[config.mk]
export PLATFORM = sky130hd
export DESIGN_NAME = vmf_voltage_monitor
export DESIGN_NICKNAME = d
export VERILOG_FILES = /design/src/rtl/vmf_pkg.sv /design/src/rtl/vmf_sync.sv /design/src/rtl/vmf_debounce.sv /design/src/rtl/vmf_voltage_monitor.sv
export SDC_FILE = /design/constraint.sdc
export NUM_CORES = 1
export LEC_CHECK = 0
export ABC_AREA = 1
export BUFFER_PORTS_ARGS = -buffer_cell sky130_fd_sc_hd__buf_2
export CORE_ASPECT_RATIO = 0.75
export CORE_UTILIZATION = 50
export CTS_CLUSTER_DIAMETER = 40
export DETAILED_ROUTE_END_ITERATION = 12
export PLACE_DENSITY = 0.79
export RECOVER_POWER = 100
export SYNTH_ARGS = -nofsm -noshare
export SYNTH_HDL_FRONTEND = slang
export SYNTH_SLANG_ARGS = --single-unit
export TNS_END_PERCENT = 50
[constraint.sdc]
create_clock -name clock_in -period 1.7 [get_ports clock_in]
set_clock_uncertainty 0.05 [all_clocks]
set_input_delay 0.34 -clock clock_in [delete_from_list [all_inputs] [get_ports clock_in]]
set_output_delay 0.34 -clock clock_in [all_outputs]
set_load 0.03 [all_outputs]
[src/rtl/vmf_pkg.sv]
// constants for the voltage monitor fault reaction block
// Operation
// - io overvoltage impact: 1x asserts reset, default 1x
// - io undervoltage impact: 1x asserts reset, default 01
// - aux overvoltage impact: 1x asserts reset, default 1x
// - aux undervoltage impact: 1x asserts reset, default 01
// - aux functions fault only when otp-enabled
// - aux overvoltage switches off assigned regulator while the fault lasts
// - external regulator: nothing off, flag still set
// - overvoltage debounce selectable 25 or 45 us
// - undervoltage debounce selectable 5/15/25/40 us
// - overvoltage threshold code, +4.5 to +12 percent
// - undervoltage threshold code, -4.5 to -12 percent
// - monitoring runs only while failsafe enable high
package vmf_pkg;
   // clock and debounce timing
   localparam int CLK_PERIOD_NS = 25;
   localparam int OV_SHORT_NS   = 25000;
   localparam int OV_LONG_NS    = 45000;
   localparam int UV_T0_NS      = 5000;
   localparam int UV_T1_NS      = 15000;
   localparam int UV_T2_NS      = 25000;
   localparam int UV_T3_NS      = 40000;
   localparam int CNT_W         = 11;
   typedef logic [CNT_W-1:0] vmf_cnt_t;
   // least times, rounded up to whole cycles
   localparam vmf_cnt_t OV_SHORT_CYC = CNT_W'((OV_SHORT_NS + CLK_PERIOD_NS - 1) / CLK_PERIOD_NS);
   localparam vmf_cnt_t OV_LONG_CYC  = CNT_W'((OV_LONG_NS + CLK_PERIOD_NS - 1) / CLK_PERIOD_NS);
   localparam vmf_cnt_t UV_T0_CYC    = CNT_W'((UV_T0_NS + CLK_PERIOD_NS - 1) / CLK_PERIOD_NS);
   localparam vmf_cnt_t UV_T1_CYC    = CNT_W'((UV_T1_NS + CLK_PERIOD_NS - 1) / CLK_PERIOD_NS);
   localparam vmf_cnt_t UV_T2_CYC    = CNT_W'((UV_T2_NS + CLK_PERIOD_NS - 1) / CLK_PERIOD_NS);
   localparam vmf_cnt_t UV_T3_CYC    = CNT_W'((UV_T3_NS + CLK_PERIOD_NS - 1) / CLK_PERIOD_NS);
   // monitor channel order
   localparam int NUM_MON = 4;
   localparam int CH_IO_OV  = 0;
   localparam int CH_IO_UV  = 1;
   localparam int CH_AUX_OV = 2;
   localparam int CH_AUX_UV = 3;
   // threshold code: 0 is 4.5 percent, 0.5 percent per step, 15 is 12 percent
   localparam logic [7:0] THR_CODE_MAX = 8'h0F;
   // register byte offsets
   localparam logic [7:0] OFS_CTRL   = 8'h00;
   localparam logic [7:0] OFS_IMPACT = 8'h04;
   localparam logic [7:0] OFS_ASSIGN = 8'h08;
   localparam logic [7:0] OFS_STATUS = 8'h0C;
   localparam logic [7:0] OFS_MASK   = 8'h10;
   localparam logic [7:0] OFS_LIVE   = 8'h14;
   // impact field layout, two bits per channel in channel order
   localparam logic [7:0] IMPACT_RST = 8'h66;
   // regulator assignment codes
   localparam logic [1:0] ASG_EXTERNAL = 2'h0;
   localparam logic [1:0] ASG_PRE      = 2'h1;
   localparam logic [1:0] ASG_LINEAR   = 2'h2;
   localparam logic [1:0] ASG_THIRD    = 2'h3;
   localparam logic [1:0] RESP_OKAY    = 2'h0;
   localparam logic [1:0] RESP_SLVERR  = 2'h2;
endpackage

[src/rtl/vmf_sync.sv]
// two flip-flop synchroniser for pins from outside the clock domain
`timescale 1ns/1ps
module vmf_sync #(
   parameter int WIDTH = 1
) (
   input  wire logic             clock_in,
   input  wire logic             rst_b_in,
   input  wire logic [WIDTH-1:0] async_in,
   output logic      [WIDTH-1:0] sync_out
);
   logic [WIDTH-1:0] meta_reg;   // first stage, read only by second
   logic [WIDTH-1:0] sync_reg;   // second stage
   // both stages clear on reset
   always_ff @(posedge clock_in or negedge rst_b_in) begin
      if (!rst_b_in) begin
         meta_reg <= '0;
         sync_reg <= '0;
      end else begin
         meta_reg <= async_in;
         sync_reg <= meta_reg;
      end
   end
   assign sync_out = sync_reg;
endmodule

[src/rtl/vmf_debounce.sv]
// persistence filter turning a comparator level into a declared fault
`timescale 1ns/1ps
module vmf_debounce import vmf_pkg::*; (
   input  wire logic     clock_in,
   input  wire logic     rst_b_in,
   input  wire logic     enable_in,   // channel active
   input  wire logic     raw_in,      // synchronised comparator
   input  wire vmf_cnt_t limit_in,    // debounce length in cycles
   output logic          fault_out    // filtered fault level
);
   vmf_cnt_t cnt_reg, cnt_next;       // cycles the excursion has lasted
   logic     fault_reg, fault_next;
   // next-state: count while raw stays high, drop at once when it falls
   always_comb begin
      cnt_next   = cnt_reg;
      fault_next = fault_reg;
      if (!enable_in || !raw_in) begin
         // short excursion or disabled channel leaves nothing behind
         cnt_next   = '0;
         fault_next = 1'b0;
      end else if (!fault_reg) begin
         if (cnt_reg >= limit_in - 1'b1) begin
            fault_next = 1'b1;
         end else begin
            cnt_next = cnt_reg + 1'b1;
         end
      end
   end
   // registers only
   always_ff @(posedge clock_in or negedge rst_b_in) begin
      if (!rst_b_in) begin
         cnt_reg   <= '0;
         fault_reg <= 1'b0;
      end else begin
         cnt_reg   <= cnt_next;
         fault_reg <= fault_next;
      end
   end
   assign fault_out = fault_reg;

   a_fault_after_limit: assert property (@(posedge clock_in) disable iff (!rst_b_in)
      $rose(fault_reg) |-> ($past(cnt_reg) == $past(limit_in) - 1'b1) && $past(raw_in))
      else $error("fault declared before the debounce time");
   a_fault_drops_raw: assert property (@(posedge clock_in) disable iff (!rst_b_in)
      (!raw_in || !enable_in) |=> !fault_reg)
      else $error("fault held after the excursion ended");
endmodule

[src/rtl/vmf_voltage_monitor.sv]
// io and aux supply monitor fault reaction with axi4-lite registers
//
// The implementer's own choices: the AXI4-Lite register port and the register offsets.
`timescale 1ns/1ps
module vmf_voltage_monitor import vmf_pkg::*; (
   input  wire logic       clock_in,
   input  wire logic       rst_b_in,
   // axi4-lite slave
   input  wire logic [7:0] s_axi_awaddr_in,
   input  wire logic       s_axi_awvalid_in,
   output logic            s_axi_awready_out,
   input  wire logic [31:0] s_axi_wdata_in,
   input  wire logic [3:0] s_axi_wstrb_in,
   input  wire logic       s_axi_wvalid_in,
   output logic            s_axi_wready_out,
   output logic [1:0]      s_axi_bresp_out,
   output logic            s_axi_bvalid_out,
   input  wire logic       s_axi_bready_in,
   input  wire logic [7:0] s_axi_araddr_in,
   input  wire logic       s_axi_arvalid_in,
   output logic            s_axi_arready_out,
   output logic [31:0]     s_axi_rdata_out,
   output logic [1:0]      s_axi_rresp_out,
   output logic            s_axi_rvalid_out,
   input  wire logic       s_axi_rready_in,
   // comparator and enable pins
   input  wire logic       io_ov_cmp_in,
   input  wire logic       io_uv_cmp_in,
   input  wire logic       aux_ov_cmp_in,
   input  wire logic       aux_uv_cmp_in,
   input  wire logic       failsafe_enable_in,
   // one-time-programmable settings
   input  wire logic       aux_ov_enable_in,
   input  wire logic       aux_uv_enable_in,
   input  wire logic       io_ov_debounce_sel_in,
   input  wire logic [1:0] io_uv_debounce_sel_in,
   input  wire logic       aux_ov_debounce_sel_in,
   input  wire logic [1:0] aux_uv_debounce_sel_in,
   input  wire logic [7:0] io_ov_threshold_code_in,
   input  wire logic [7:0] io_uv_threshold_code_in,
   input  wire logic [7:0] aux_ov_threshold_code_in,
   input  wire logic [7:0] aux_uv_threshold_code_in,
   // outputs
   output logic [7:0]      io_ov_threshold_code_out,
   output logic [7:0]      io_uv_threshold_code_out,
   output logic [7:0]      aux_ov_threshold_code_out,
   output logic [7:0]      aux_uv_threshold_code_out,
   output logic            reset_out_pin_out,
   output logic            reset_out_pin_oe_out,
   output logic [2:0]      regulator_off_out,
   output logic            irq_out
);
   localparam int SYNC_W = 45;

   // synchronised pins
   logic [SYNC_W-1:0]  sync_raw, sync_s;
   logic [NUM_MON-1:0] cmp_s;           // comparator levels
   logic               fs_en_s;          // failsafe enable
   logic               aux_ov_en_s;      // aux overvoltage otp enable
   logic               aux_uv_en_s;      // aux undervoltage otp enable
   logic               io_ov_sel_s;      // io overvoltage debounce select
   logic [1:0]         io_uv_sel_s;      // io undervoltage debounce select
   logic               aux_ov_sel_s;     // aux overvoltage debounce select
   logic [1:0]         aux_uv_sel_s;     // aux undervoltage debounce select
   logic [31:0]        thr_s;            // threshold codes, four bytes

   assign sync_raw = {aux_uv_threshold_code_in, aux_ov_threshold_code_in,
                      io_uv_threshold_code_in, io_ov_threshold_code_in,
                      aux_uv_debounce_sel_in, aux_ov_debounce_sel_in,
                      io_uv_debounce_sel_in, io_ov_debounce_sel_in,
                      aux_uv_enable_in, aux_ov_enable_in, failsafe_enable_in,
                      aux_uv_cmp_in, aux_ov_cmp_in, io_uv_cmp_in, io_ov_cmp_in};

   // every pin passes two flip-flops
   vmf_sync #(.WIDTH(SYNC_W)) u_sync (
      .clock_in (clock_in),
      .rst_b_in (rst_b_in),
      .async_in (sync_raw),
      .sync_out (sync_s)
   );

   assign {thr_s, aux_uv_sel_s, aux_ov_sel_s, io_uv_sel_s, io_ov_sel_s,
           aux_uv_en_s, aux_ov_en_s, fs_en_s, cmp_s} = sync_s;

   // undervoltage debounce table
   function automatic vmf_cnt_t uv_limit(input logic [1:0] sel);
      vmf_cnt_t cyc;
      case (sel)
         2'h0:    cyc = UV_T0_CYC;
         2'h1:    cyc = UV_T1_CYC;
         2'h2:    cyc = UV_T2_CYC;
         default: cyc = UV_T3_CYC;
      endcase
      return cyc;
   endfunction

   // threshold code clamp to the valid step range
   function automatic logic [7:0] thr_clamp(input logic [7:0] code);
      return (code > THR_CODE_MAX) ? THR_CODE_MAX : code;
   endfunction

   vmf_cnt_t           lim [NUM_MON];   // per-channel debounce cycles
   logic [NUM_MON-1:0] ch_en;            // per-channel activity
   logic [NUM_MON-1:0] flt;              // filtered faults

   // debounce selection and channel enables
   always_comb begin
      lim[CH_IO_OV]  = io_ov_sel_s ? OV_LONG_CYC : OV_SHORT_CYC;
      lim[CH_AUX_OV] = aux_ov_sel_s ? OV_LONG_CYC : OV_SHORT_CYC;
      lim[CH_IO_UV]  = uv_limit(io_uv_sel_s);
      lim[CH_AUX_UV] = uv_limit(aux_uv_sel_s);
      ch_en[CH_IO_OV]  = fs_en_s;
      ch_en[CH_IO_UV]  = fs_en_s;
      ch_en[CH_AUX_OV] = fs_en_s & aux_ov_en_s;
      ch_en[CH_AUX_UV] = fs_en_s & aux_uv_en_s;
   end

   // one filter per monitored function
   for (genvar i = 0; i < NUM_MON; i++) begin : g_mon
      vmf_debounce u_flt (
         .clock_in  (clock_in),
         .rst_b_in  (rst_b_in),
         .enable_in (ch_en[i]),
         .raw_in    (cmp_s[i]),
         .limit_in  (lim[i]),
         .fault_out (flt[i])
      );
   end

   // register state
   logic               init_reg, init_next;         // init phase open
   logic [7:0]         impact_reg, impact_next;     // reset impact fields
   logic [1:0]         assign_reg, assign_next;     // regulator assignment
   logic [NUM_MON-1:0] status_reg, status_next;     // sticky flags
   logic [NUM_MON-1:0] mask_reg, mask_next;         // interrupt enables
   logic [NUM_MON-1:0] flt_d_reg;                    // fault edge detect
   logic               rst_oe_reg, rst_oe_next;     // reset pin pull-down
   logic [2:0]         off_reg, off_next;           // regulator off lines
   logic               irq_reg, irq_next;
   logic [31:0]        thr_reg, thr_next;           // clamped codes
   // bus state
   logic               aw_held_reg, aw_held_next;
   logic [7:0]         awaddr_reg, awaddr_next;
   logic               w_held_reg, w_held_next;
   logic [31:0]        wdata_reg, wdata_next;
   logic               wstrb0_reg, wstrb0_next;
   logic               bvalid_reg, bvalid_next;
   logic [1:0]         bresp_reg, bresp_next;
   logic               rvalid_reg, rvalid_next;
   logic [31:0]        rdata_reg, rdata_next;
   logic [1:0]         rresp_reg, rresp_next;
   logic               wr_do;                        // write performed now
   logic [NUM_MON-1:0] clr;                          // write-one-to-clear

   assign s_axi_awready_out = !aw_held_reg && !bvalid_reg;
   assign s_axi_wready_out  = !w_held_reg && !bvalid_reg;
   assign s_axi_arready_out = !rvalid_reg;

   // next-state for bus and registers
   always_comb begin
      init_next    = init_reg;
      impact_next  = impact_reg;
      assign_next  = assign_reg;
      mask_next    = mask_reg;
      aw_held_next = aw_held_reg;
      awaddr_next  = awaddr_reg;
      w_held_next  = w_held_reg;
      wdata_next   = wdata_reg;
      wstrb0_next  = wstrb0_reg;
      bvalid_next  = bvalid_reg;
      bresp_next   = bresp_reg;
      rvalid_next  = rvalid_reg;
      rdata_next   = rdata_reg;
      rresp_next   = rresp_reg;
      clr          = '0;
      wr_do        = aw_held_reg && w_held_reg;
      // address and data taken in either order
      if (s_axi_awvalid_in && s_axi_awready_out) begin
         aw_held_next = 1'b1;
         awaddr_next  = s_axi_awaddr_in;
      end
      if (s_axi_wvalid_in && s_axi_wready_out) begin
         w_held_next = 1'b1;
         wdata_next  = s_axi_wdata_in;
         wstrb0_next = s_axi_wstrb_in[0];
      end
      // perform write once both halves are held
      if (wr_do) begin
         aw_held_next = 1'b0;
         w_held_next  = 1'b0;
         bvalid_next  = 1'b1;
         bresp_next   = RESP_OKAY;
         case (awaddr_reg)
            OFS_CTRL: begin
               // writing one closes the init phase for good
               if (wstrb0_reg && wdata_reg[0]) begin
                  init_next = 1'b0;
               end
            end
            OFS_IMPACT: begin
               if (wstrb0_reg && init_reg) begin
                  impact_next = wdata_reg[7:0];
               end
            end
            OFS_ASSIGN: begin
               if (wstrb0_reg) begin
                  assign_next = wdata_reg[1:0];
               end
            end
            OFS_STATUS: begin
               if (wstrb0_reg) begin
                  clr = wdata_reg[NUM_MON-1:0];
               end
            end
            OFS_MASK: begin
               if (wstrb0_reg) begin
                  mask_next = wdata_reg[NUM_MON-1:0];
               end
            end
            OFS_LIVE: begin
               // read-only, write ignored
            end
            default: begin
               bresp_next = RESP_SLVERR;
            end
         endcase
      end else if (bvalid_reg && s_axi_bready_in) begin
         bvalid_next = 1'b0;
      end
      // read path
      if (s_axi_arvalid_in && s_axi_arready_out) begin
         rvalid_next = 1'b1;
         rresp_next  = RESP_OKAY;
         rdata_next  = '0;
         case (s_axi_araddr_in)
            OFS_CTRL:   rdata_next[0] = init_reg;
            OFS_IMPACT: rdata_next[7:0] = impact_reg;
            OFS_ASSIGN: rdata_next[1:0] = assign_reg;
            OFS_STATUS: rdata_next[NUM_MON-1:0] = status_reg;
            OFS_MASK:   rdata_next[NUM_MON-1:0] = mask_reg;
            OFS_LIVE:   rdata_next[NUM_MON:0] = {rst_oe_reg, flt};
            default:    rresp_next = RESP_SLVERR;
         endcase
      end else if (rvalid_reg && s_axi_rready_in) begin
         rvalid_next = 1'b0;
      end
   end

   // next-state for fault reaction
   always_comb begin
      // flag set for every regulator kind
      status_next = (status_reg & ~clr) | (flt & ~flt_d_reg);
      irq_next    = |(status_next & mask_next);
      rst_oe_next = (flt[CH_IO_OV] & impact_reg[1]) | (flt[CH_IO_UV] & impact_reg[3]) |
                    (flt[CH_AUX_OV] & impact_reg[5]) | (flt[CH_AUX_UV] & impact_reg[7]);
      off_next    = '0;
      case (assign_reg)
         ASG_PRE:    off_next[0] = flt[CH_AUX_OV];
         ASG_LINEAR: off_next[1] = flt[CH_AUX_OV];
         ASG_THIRD:  off_next[2] = flt[CH_AUX_OV];
         default:    off_next = '0;
      endcase
      thr_next    = {thr_clamp(thr_s[31:24]), thr_clamp(thr_s[23:16]),
                     thr_clamp(thr_s[15:8]), thr_clamp(thr_s[7:0])};
   end

   // registers only
   always_ff @(posedge clock_in or negedge rst_b_in) begin
      if (!rst_b_in) begin
         init_reg    <= 1'b1;
         impact_reg  <= IMPACT_RST;
         assign_reg  <= ASG_EXTERNAL;
         status_reg  <= '0;
         mask_reg    <= '0;
         flt_d_reg   <= '0;
         rst_oe_reg  <= 1'b0;
         off_reg     <= '0;
         irq_reg     <= 1'b0;
         thr_reg     <= '0;
         aw_held_reg <= 1'b0;
         awaddr_reg  <= '0;
         w_held_reg  <= 1'b0;
         wdata_reg   <= '0;
         wstrb0_reg  <= 1'b0;
         bvalid_reg  <= 1'b0;
         bresp_reg   <= RESP_OKAY;
         rvalid_reg  <= 1'b0;
         rdata_reg   <= '0;
         rresp_reg   <= RESP_OKAY;
      end else begin
         init_reg    <= init_next;
         impact_reg  <= impact_next;
         assign_reg  <= assign_next;
         status_reg  <= status_next;
         mask_reg    <= mask_next;
         flt_d_reg   <= flt;
         rst_oe_reg  <= rst_oe_next;
         off_reg     <= off_next;
         irq_reg     <= irq_next;
         thr_reg     <= thr_next;
         aw_held_reg <= aw_held_next;
         awaddr_reg  <= awaddr_next;
         w_held_reg  <= w_held_next;
         wdata_reg   <= wdata_next;
         wstrb0_reg  <= wstrb0_next;
         bvalid_reg  <= bvalid_next;
         bresp_reg   <= bresp_next;
         rvalid_reg  <= rvalid_next;
         rdata_reg   <= rdata_next;
         rresp_reg   <= rresp_next;
      end
   end

   // output drive
   assign s_axi_bvalid_out          = bvalid_reg;
   assign s_axi_bresp_out           = bresp_reg;
   assign s_axi_rvalid_out          = rvalid_reg;
   assign s_axi_rdata_out           = rdata_reg;
   assign s_axi_rresp_out           = rresp_reg;
   assign reset_out_pin_out         = 1'b0;
   assign reset_out_pin_oe_out      = rst_oe_reg;
   assign regulator_off_out         = off_reg;
   assign irq_out                   = irq_reg;
   assign io_ov_threshold_code_out  = thr_reg[7:0];
   assign io_uv_threshold_code_out  = thr_reg[15:8];
   assign aux_ov_threshold_code_out = thr_reg[23:16];
   assign aux_uv_threshold_code_out = thr_reg[31:24];

   a_io_ov_reset: assert property (@(posedge clock_in) disable iff (!rst_b_in)
      (flt[CH_IO_OV] && impact_reg[1]) |=> reset_out_pin_oe_out)
      else $error("io overvoltage did not assert reset");
   a_io_uv_reset: assert property (@(posedge clock_in) disable iff (!rst_b_in)
      (flt[CH_IO_UV] && impact_reg[3]) |=> reset_out_pin_oe_out)
      else $error("io undervoltage did not assert reset");
   a_aux_ov_reset: assert property (@(posedge clock_in) disable iff (!rst_b_in)
      (flt[CH_AUX_OV] && impact_reg[5]) |=> reset_out_pin_oe_out)
      else $error("aux overvoltage did not assert reset");
   a_no_impact_reset: assert property (@(posedge clock_in) disable iff (!rst_b_in)
      ((flt & {impact_reg[7], impact_reg[5], impact_reg[3], impact_reg[1]}) == '0)
      |=> !reset_out_pin_oe_out)
      else $error("reset asserted without a fault configured for it");
   a_aux_disabled: assert property (@(posedge clock_in) disable iff (!rst_b_in)
      (!aux_ov_en_s && !flt[CH_AUX_OV]) |=> !flt[CH_AUX_OV])
      else $error("disabled aux function raised a fault");
   a_regulator_off: assert property (@(posedge clock_in) disable iff (!rst_b_in)
      (flt[CH_AUX_OV] && assign_reg == ASG_LINEAR) |=> regulator_off_out == 3'h2)
      else $error("assigned regulator not switched off");
   a_external_flag: assert property (@(posedge clock_in) disable iff (!rst_b_in)
      (assign_reg == ASG_EXTERNAL && flt[CH_AUX_OV] && !flt_d_reg[CH_AUX_OV])
      |=> (regulator_off_out == 3'h0) && status_reg[CH_AUX_OV])
      else $error("external rail handling wrong");
   a_impact_locked: assert property (@(posedge clock_in) disable iff (!rst_b_in)
      !init_reg |=> $stable(impact_reg))
      else $error("impact fields changed after init phase");
   a_ov_min_time: assert property (@(posedge clock_in) disable iff (!rst_b_in)
      $rose(flt[CH_IO_OV]) |-> $past(cmp_s[CH_IO_OV], 8))
      else $error("overvoltage declared too early");
   a_thr_range: assert property (@(posedge clock_in) disable iff (!rst_b_in)
      thr_s[7:0] > THR_CODE_MAX |=> io_ov_threshold_code_out == THR_CODE_MAX)
      else $error("threshold code not clamped");
   a_fs_disabled: assert property (@(posedge clock_in) disable iff (!rst_b_in)
      !fs_en_s |=> flt == '0)
      else $error("fault reported while monitoring disabled");
endmodule

# Yosys cells after proc, flatten, opt, wreduce, memory -nomap -nowiden
# Cells that the tools add are included.
dict set report classes {
  n_addsub 8
  order_cmp 8
  n_eq_ne 25
  mux 56
  n_bitwise 15
  n_reduce_logical 43
}
# cell n
set ops {}
lappend ops {{$mux W11} 14}
lappend ops {{$pmux W11 S3} 2}
lappend ops {{$add A11 B1 Y11 const B} 4}
lappend ops {{$ge A11 B11 Y1} 4}
lappend ops {{$sub A11 B1 Y11 const B} 4}
lappend ops {{$eq A8 B4 Y1 const B} 4}
lappend ops {{$eq A8 B5 Y1 const B} 4}
lappend ops {{$gt A8 B4 Y1 const B} 4}
lappend ops {{$mux W8} 4}
lappend ops {{$mux W4} 6}
lappend ops {{$mux W1} 23}
lappend ops {{$eq A8 B3 Y1 const B} 2}
lappend ops {{$logic_not A8 Y1} 2}
lappend ops {{$and A4 B4 Y4} 3}
lappend ops {{$reduce_or A6 Y1} 2}
lappend ops {{$logic_not A1 Y1} 11}
lappend ops {{$logic_and A1 B1 Y1} 10}
lappend ops {{$reduce_and A3 Y1} 3}
lappend ops {{$eq A2 B2 Y1 const B} 4}
lappend ops {{$ne A2 B1 Y1 const B} 4}
lappend ops {{$ne A2 B2 Y1 const B} 4}
lappend ops {{$not A4 Y4} 2}
lappend ops {{$pmux W2 S4} 1}
lappend ops {{$reduce_and A2 Y1} 4}
lappend ops {{13 further kinds} 30}
dict set report totals {
  ff_bits 231
  word_cells 185
}

# Depth between registers and ports, before layout
# Gate-level depths: netlist (run 1).
dict set report depth {
  word_depth 8
  ltp_mapped 12
  ltp_nobuf 12
}

# Modules after synthesis
# Synthesis (run 1) repeated with hierarchy kept, for this count alone.
dict set report unflattened {
  hier_cells 1303
  area_unflattened_um2 11267.1
}
# module instances cells_per_inst area_each_um2
set by_module_without_submodules {}
lappend by_module_without_submodules {vmf_debounce 4 194 1268.7}
lappend by_module_without_submodules {vmf_voltage_monitor 1 437 3940.0}
lappend by_module_without_submodules {vmf_sync 1 90 2252.2}

# Worst setup path before layout (run 1)
# No wires, ideal clock.
dict set report synth_timing {
  kind {register to register}
  startpoint {register bvalid_reg (netlist: s_axi_bvalid_out)}
  endpoint {register wdata_reg[4]}
  t_arrival_ns 1.620
  t_required_ns 1.527
  setup_slack_ns -0.093
  stages_incl_launch_ff 6
  path_buffers 1
  period_less_slack_ns 1.793
  cell_sequence {dfrtp_1 nor2_1 nand2_1 buf_2 nor2_1 a21oi_1}
}
dict set report synth_via {
  elab_chain_len 3
}
# item line
set synth_rtl {}
lappend synth_rtl {{start: declaration} vmf_voltage_monitor.sv:147} ;# logic bvalid_reg, bvalid_next;
lappend synth_rtl {{start signal: assignment} vmf_voltage_monitor.sv:306} ;# bvalid_reg <= bvalid_next;
lappend synth_rtl {{$logic_not A1 Y1} vmf_voltage_monitor.sv:156} ;# assign s_axi_wready_out = !w_held_reg && !bvalid_reg;
lappend synth_rtl {{$logic_and A1 B1 Y1} vmf_voltage_monitor.sv:156}
lappend synth_rtl {{via s_axi_wready_out} vmf_voltage_monitor.sv:15} ;# output logic s_axi_wready_out,
lappend synth_rtl {{$logic_and A1 B1 Y1} vmf_voltage_monitor.sv:182} ;# if (s_axi_wvalid_in && s_axi_wready_out) begin
lappend synth_rtl {{end signal: assignment} vmf_voltage_monitor.sv:304} ;# wdata_reg <= wdata_next;
lappend synth_rtl {{end: declaration} vmf_voltage_monitor.sv:145} ;# logic [31:0] wdata_reg, wdata_next;
# The timed path passes the listed nets, and every way through them passes these cells.
# A chain may end at the register's enable or synchronous reset.

# Worst setup path in the final report (run 1)
dict set report layout_timing {
  startpoint {register u_sync.sync_reg[10] (netlist: u_sync.sync_out[10])}
  endpoint {register g_mon[2].u_flt.cnt_reg[1]}
}
dict set report layout_via {
  elab_chain_len 5
}
# item line
set layout_rtl {}
lappend layout_rtl {{start: declaration} vmf_sync.sv:12} ;# logic [WIDTH-1:0] sync_reg;
lappend layout_rtl {{start signal: assignment} vmf_sync.sv:20} ;# sync_reg <= meta_reg;
lappend layout_rtl {{$mux W11} vmf_voltage_monitor.sv:109} ;# lim[CH_AUX_OV] = aux_ov_sel_s ? OV_LONG_CYC : OV_SHORT_CYC;
lappend layout_rtl {{$sub A11 B1 Y11} vmf_debounce.sv:22} ;# if (cnt_reg >= limit_in - 1'b1) begin
lappend layout_rtl {{$ge A11 B11 Y1} vmf_debounce.sv:22}
lappend layout_rtl {{$ne A2 B1 Y1 (no source line)} --}
lappend layout_rtl {{$reduce_and A2 Y1 (no source line)} --}
lappend layout_rtl {{end signal: assignment} vmf_debounce.sv:35} ;# cnt_reg <= cnt_next;
lappend layout_rtl {{end: declaration} vmf_debounce.sv:11} ;# vmf_cnt_t cnt_reg, cnt_next;
# Every way passes these cells.

==> metrics.md, run 1 <==
| Metric | Value |
|---|---|
| Finished layout cell area | 12,700 sq um |
| Setup TNS | -3720 ps |
| Initial DRC count | 480 |
| Worst vdd ir | 0.912 mV |
| Post-synth top area share | 59.3% |
| Row count | 43 |
| Slew headroom | 33.5% |
| Antenna viol nets, final | 0 |
| Area growth from synthesis to layout | 34.6% |
| CP required | 2110 ps |
| CTS root buffer | clkbuf_16 |
| Most numerous cell in the Yosys netlist | nand2_1 |
| First-pass GRT wire length | 34.7 mm |
| Post-DR vias/cell | 4.99 |
| DIE AREA | 19,500 sq um |
| Number of global-route vias before repair | 7,458 |
| Max Slew Vio Count | 0 |
| RSZ-0062 raised after global routing | yes |
| Initial Utilization | 51.1% |
| Max Freq | 0.529 GHz |
| GRT Total Usage | 22.2% |
| Crit path DAT | 2300 ps |
| Yosys reg bits | 229 |
| Leak | 6.30 nW |
| IO Port Bufs | 128 |
| Post-synth top cells | 263 x nand2_1, 224 x dfrtp_1, 95 x inv_1, 80 x nor2_1, 63 x nand3_1 |
| Synth Instances | 968 |
| Worst skew pair latency | 520 ps |
| Worst min-delay path class | in2reg |
| Final HPWL DP | 13.4 mm |
| Setup-failing EPs final | 43 |
| Syn Area/Cell | 9.77 sq um |
| R2R cell count | 10 |
| Post-synthesis async set-or-reset flop share | 100% |
| Worst hold path depth | 3 |
| DR pass1 iterations | 5 |
| Post-synth EDFFs | 0 |
| WS Path Type | reg2reg |
| Sequential share of the synthesized area | 60.6% |
| Place WS | -199 ps |
| CTS tree | built |
| Critical-path maximum fanout | 7 |
| Core area | 18,500 sq um |
| Number of remaining DRC errors | 0 |
| # IOs | 183 |
| Yosys warning count | 0 |
| Failing checks | negative setup slack |
| Final #Nets | 1,384 |
| Routed length per instance | 14.5 microns |
| Clk sinks | 229 |
| Worst-path clk slew | 60 ps |
| Mapped Area | 9460 sq um |
| Final hold vios | 0 |
| Pwr per Cell Area | 1060 nW/um^2 |
| Layout cell share with drive strength beyond 1 | 25.5% |
| Synth area leader | dfrtp_1 |
| Worst Max-Slew Pin Slew | 998 ps |
| Commonest register cell after synthesis | dfrtp_1 |
| Number of antenna violations at the first check in global routing | 1 |
| CTS Buffer Depth | 3 |
| Die Span Y | 121 microns |
| Status | finished, violations left |
| Placer Congestion | 0.891 |
| Tcrit/Tclk final | 111% |
| Via count of the routed design | 7,574 |
| WHS | 23.7 ps |
| Largest net degree at the start of global routing | 52 |
| Synth area leaders | dfrtp_1 59%, nand2_1 10%, inv_1 3.8% |
| Worst setup margin | -192 ps |
| Startpoint types | flop |
| DRT Wirelength | 22.1 mm |
| Max-cap violations | 0 |
| Setup crit end kind | flop |
| DIE WIDTH | 161 microns |
| Area after DPL | 10,800 sq um |
| Fin crit period | 1890 ps |
| TritonCTS buffer count | 26 |
| Count of cell types in the netlist | 42 |
| Total grt overflow | 0 |
| H-tree levels | 1 |
-- cell type report --
cell class / instances / area (sq um)
antenna: 1 / 2.50
clock buffer: 29 / 693
clock inverter: 18 / 196
fill: 1398 / 5780
inverter: 96 / 360
multi-input combinational: 640 / 3670
sequential: 229 / 5740
tap: 247 / 309
timing repair buffer: 259 / 1760
-- what timing repair did --
action                                  4_1_cts  5_1_grt
gates cloned                                  3        2
endpoints found under the hold margin       218        0
endpoints found under the setup margin       49       51
buffers inserted                              5        2
hold buffers                                 54        0
gates resized for setup                      51       96
pin swaps                                    12       47
-- metal layers --
metal / wire length (microns) / vias to the layer above / global-route usage, %
li1: - / 3599 / -
met1: 9110 / 3658 / 27.7
met2: 11100 / 245 / 39.2
met3: 1130 / 72 / 3.45
met4: 761 / 0 / 8.37
met5: 0 / - / 0
-- final timing paths --
| kind | startpoint | endpoint | slack [ps] |
|---|---|---|---|
| min in group asynchronous | rst_b_in | awaddr_reg[2] | 490 |
| worst min register to register | u_sync.meta_reg[10] | u_sync.sync_out[10] | 290 |
| worst max-delay path | u_sync.sync_out[10] | g_mon[2].u_flt.cnt_reg[1] | -190 |
| worst min-delay path | s_axi_awaddr_in[3] | awaddr_reg[3] | 20 |
| worst max register to register | u_sync.sync_out[10] | g_mon[2].u_flt.cnt_reg[1] | -190 |
| max in group asynchronous | rst_b_in | impact_reg[2] | 140 |
-- worst max-delay path, stage by stage (launching register included) --
cell	delay (ps)
dfrtp_2	470
ha_4	310
nand2_4	60
nor3_4	190
nand3b_1	140
nand2_2	120
nor2_4	70
nor2_4	140
buf_6	160
nand2_2	50
nand2_1	70
-- through the flow --
| stage | power [mW] | util, % | cells |
|---|---|---|---|
| after global routing | 14.0 | 68.8 | 1519 |
| after detailed placement | 7.66 | 58.4 | 1405 |
| after global placement | 7.59 | 58.4 | 1405 |
| after CTS | 13.5 | 67.5 | 1514 |
| after floorplan | 7.11 | - | 1010 |
| final | 13.5 | 68.8 | 1519 |
-- cells in the final DEF (no fill, tap or decap), types with 5 or more instances in the layout --
cell           instances
a21oi_1               18
a21oi_2                6
buf_2                 76
buf_4                 47
buf_6                 18
clkbuf_1              57
clkbuf_16             27
clkinv_2               7
conb_1                43
dfrtp_1              221
dfstp_2                5
dlygate4sd3_1         54
ha_1                  16
ha_4                  11
inv_1                 86
inv_2                  9
inv_6                  5
mux2_2                 7
nand2_1              215
nand2_2               43
nand2_4                7
nand3_1               55
nand3_2                9
nand3b_1               9
nand4_1               29
nor2_1                73
nor2_2                 7
nor2_4                 8
nor3_1                 9
nor4_1                 5
o21ai_0               16
xor2_1                15
-- where the power goes --
group          internal (mW)  switching, mW  leakage [nW]  total, mW
clock                   3.43           2.28         0.444       5.71
sequential              5.88          0.243          2.78       6.12
combinational          0.557           1.09          3.08       1.64
total                   9.87           3.60          6.30       13.5
-- cells by family (layout without fill, tap and decap cells) --
group / after synthesis / after routing / synth area share [%]
simple gates: 481 / 483 / 22.2
fa+ha+maj: 28 / 28 / 3.70
xor+xnor: 19 / 19 / 1.76
other cells: 1 / 44 / 0.0396
compound gates: 60 / 60 / 3.62
flops: 229 / 229 / 60.6
mux: 7 / 7 / 0.833
buf+inv: 143 / 402 / 7.25
Power figures use the tool's default switching activity.
==> inputs of run 2 (changes only) <==
--- a/config.mk
+++ b/config.mk
@@ -5,15 +5,15 @@
 export SDC_FILE = /design/constraint.sdc
 export NUM_CORES = 1
 export LEC_CHECK = 0
-export ABC_AREA = 1
 export BUFFER_PORTS_ARGS = -buffer_cell sky130_fd_sc_hd__buf_2
 export CORE_ASPECT_RATIO = 0.75
-export CORE_UTILIZATION = 50
+export CORE_UTILIZATION = 49
 export CTS_CLUSTER_DIAMETER = 40
 export DETAILED_ROUTE_END_ITERATION = 12
-export PLACE_DENSITY = 0.79
+export HOLD_SLACK_MARGIN = 0.03
+export PLACE_DENSITY = 0.78
 export RECOVER_POWER = 100
 export SYNTH_ARGS = -nofsm -noshare
 export SYNTH_HDL_FRONTEND = slang
 export SYNTH_SLANG_ARGS = --single-unit
-export TNS_END_PERCENT = 50
+export TNS_END_PERCENT = 30
==> metrics.md, run 2 <==
| Metric | Value |
|---|---|
| Post-synth top cells | 224 x dfrtp_1, 47 x nand2_1, 39 x a21oi_1, 38 x nor2_1, 30 x inv_1 |
| CTS root buffer | clkbuf_16 |
| Commonest register cell after synthesis | dfrtp_1 |
| Final #Nets | 1,225 (-11%) |
| Syn Area/Cell | 12.4 sq um (+27%) |
| CTS tree | built |
| Number of antenna violations at the first check in global routing | 2 (+1) |
| Status | finished, violations left |
| Crit path max-delay family | buffers and inverters |
| Most numerous cell in the Yosys netlist | dfrtp_1 |
| Critical-path maximum fanout | 8 (+1) |
| Met3 WL | 1.17 mm (+3.6%) |
| Mapped Area | 9000 sq um (-4.9%) |
| Fillers | 1,091 (-22%) |
| TritonCTS buffer count | 28 (+7.7%) |
| Placed insts | 1,215 (-14%) |
| Die Span Y | 119 microns (-1.4%) |
| Core area | 17,800 sq um (-3.7%) |
| Row count | 42 (-2.3%) |
| Largest net degree at the start of global routing | 68 (+31%) |
| DR pass1 iterations | 5 (unchanged) |
| Tcrit/Tclk final | 137% (+26 points) |
| H-tree levels | 1 (unchanged) |
| Finished layout cell area | 13,300 sq um (+4.7%) |
| DRT Wirelength | 22.6 mm (+2.5%) |
| Worst Max-Slew Pin Slew | 726 ps (-272 ps) |
| DIE AREA | 18,900 sq um (-2.9%) |
| Total grt overflow | 0 (unchanged) |
| Clk sinks | 229 (unchanged) |
| Yosys reg bits | 229 (unchanged) |
| CTS Buffer Depth | 3 (unchanged) |
| WS Path Type | reg2reg |
| Slowest stage delay, CP | 420 ps (-50 ps) |
| R2r setup slk | -630 ps (-440 ps) |
| Antenna cells | 0 (-1) |
| Most common cell after layout, fill and taps aside | dfrtp_1 |
| Critical path cell sequence | buf_4 -> nor2_2 -> ha_4 -> nand2_2 -> o211ai_1 -> buf_6 -> buf_4 -> buf_4 -> o31ai_2 -> a21oi_1 |
| Placer Congestion | 0.856 (-3.9%) |
| Worst min-delay path class | in2reg |
| Post-synthesis async set-or-reset flop share | 100% (unchanged) |
| Area after DPL | 10,900 sq um (+1.3%) |
| DIE WIDTH | 159 microns (-1.4%) |
| Count of cell types in the netlist | 60 (+43%) |
| Slew headroom | 51.2% (+18 points) |
| Commonest cells after routing, fill and taps aside | 218 x dfrtp_1, 119 x buf_4, 71 x buf_2 |
| Startpoint types | flop |
| Worst-path clk slew | 60 ps (about the same) |
| Worst Path Buf+Inv | 4 (+3) |
| # IOs | 183 (unchanged) |
| Layout cell share with drive strength beyond 1 | 36.3% (+11 points) |
| RSZ-0062 raised after global routing | yes |
| Synth area leader | dfrtp_1 |
| Synth Instances | 727 (-25%) |
| Routed length per instance | 16.7 microns (+15%) |
| Pwr per Cell Area | 1070 nW/um^2 (+1.2%) |
| Most Frequent Cell on Critical Path | buf_4 |
| Area growth from synthesis to layout | 48.0% |
| M1 WL | 9.46 mm (+3.8%) |
| Wire length on met2 | 11.4 mm (+3.1%) |
| First-pass GRT wire length | 35.4 mm (+2.0%) |
| Reg-to-reg endpoint | g_mon[3].u_flt.cnt_reg[8] |
| Failing checks | negative setup slack |
| Worst skew pair latency | 530 ps (about the same) |
| Worst Hold Launch | s_axi_araddr_in[6] |
| Tot Pwr | 14.3 mW (+5.9%) |
| Max Freq | 0.429 GHz (-19%) |
| Critical path depth | 10 (unchanged) |
| Synth area leaders | dfrtp_1 62%, ha_1 3.9%, mux2_2 2.5% |
| Antenna viol nets, final | 0 (unchanged) |
| CP required | 2050 ps (-60 ps) |
| Post-synth top area share | 62.3% (+3.0 points) |
| Max-cap violations | 0 (unchanged) |
| Hold endpoint | s_axi_rdata_out[4] |
| Slowest cell on crit path | dfrtp_1 |
| Reg2reg start | u_sync.sync_out[12] |
| Fin crit period | 2330 ps (+437 ps) |
| Worst setup margin | -629 ps (-437 ps) |
| Initial Utilization | 50.5% (-0.59 points) |
| Leak | 5.95 nW (-5.6%) |
| Final hold vios | 0 (unchanged) |
| Post-DR vias/cell | 5.20 (+4.3%) |
| Highest Signal Layer | met5 |
| Sequential share of the synthesized area | 63.7% (+3.1 points) |
| Worst vdd ir | 1.00 mV (+9.6%) |
| Via count of the routed design | 7,057 (-6.8%) |
| Worst hold path depth | 4 (+1) |
| GRT Total Usage | 23.7% (+1.5 points) |
| Initial DRC count | 405 (-16%) |
| Max Slew Vio Count | 0 (unchanged) |
| Setup crit end kind | flop |
| Final HPWL DP | 13.0 mm (-3.2%) |
| Post-synth EDFFs | 0 (unchanged) |
| Non-filler cells, final | 1,357 (-11%) |
| Crit path DAT | 2680 ps (+380 ps) |
| IO Port Bufs | 128 (unchanged) |
| Number of global-route vias before repair | 7,230 (-3.1%) |
| R2R cell count | 10 (unchanged) |
| Setup-failing EPs final | 71 (+65%) |
| Yosys warning count | 0 (unchanged) |
| Number of remaining DRC errors | 0 (unchanged) |
-- run 2: kinds of logic after synthesis --
kind of cell               count (synthesis)  share of synthesized area (%)
AOI/OAI and AO/OA                        135                           9.83
xor gates and xnor gates                   5                          0.486
adders and majority gates                 28                           3.89
buffers and inverters                     78                           4.41
DFF                                      229                           63.7
muxes                                     42                           5.20
other                                      1                         0.0417
and+or+nand+nor                          209                           12.4
-- run 2: final cells by class --
cell class	instances	area [sq um]	area share, %
tap	242	303	2.27
clock inverter	17	219	1.64
timing repair buffer	340	2380	17.8
multi-input combinational	464	3770	28.3
sequential	229	5740	43.1
inverter	30	113	0.845
clock buffer	35	798	5.99
-- run 2: metal layers --
metal	GRT usage [%]	vias up
met5	0	-
met2	40.6	216
met1	30.9	3491
met3	4.51	61
met4	6.07	2
li1	-	3287
-- run 2: how the worst max path moves through the flow --
stage	startpoint	end	slack (ps)
after floorplan	awaddr_reg[0]	irq_out	-540
after global placement	awaddr_reg[0]	irq_out	-570
after detailed placement	awaddr_reg[0]	irq_out	-600
after CTS	awaddr_reg[0]	irq_out	-540
after global routing	u_sync.sync_out[12]	g_mon[3].u_flt.cnt_reg[8]	-700
final	u_sync.sync_out[12]	g_mon[3].u_flt.cnt_reg[8]	-630
-- run 2: worst min-delay path, cell delays in order --
cell and delay [ps]:
buf_2 70, nor2_1 40, nand4b_1 120, o31ai_1 80
-- run 2: timing repair --
item / 4_1_cts / 5_1_grt
endpoints found under the setup margin: 69 / 69
endpoints found under the hold margin: 288 / 0
cloned: 1 / 2
hold buffers: 65 / 0
pin swaps: 37 / 23
buffers inserted: 13 / 10
gates resized for setup: 81 / 53
-- run 2: where the power goes --
part / switching [mW] / leakage (nW) / internal, mW
combinational: 0.986 / 2.66 / 0.847
clock: 2.44 / 0.501 / 3.87
sequential: 0.261 / 2.79 / 5.87
-- run 2: per-stage QoR --
stage	util [%]	hold slack (ps)	TNS [ps]	setup WS (ps)
floorplan	-	-5.59	-20970	-538
global placement	61.4	149	-22660	-568
detailed placement	61.4	148	-24900	-603
CTS	73.6	104	-20260	-536
global route	74.8	143	-31770	-704
finish	74.8	124	-26140	-629
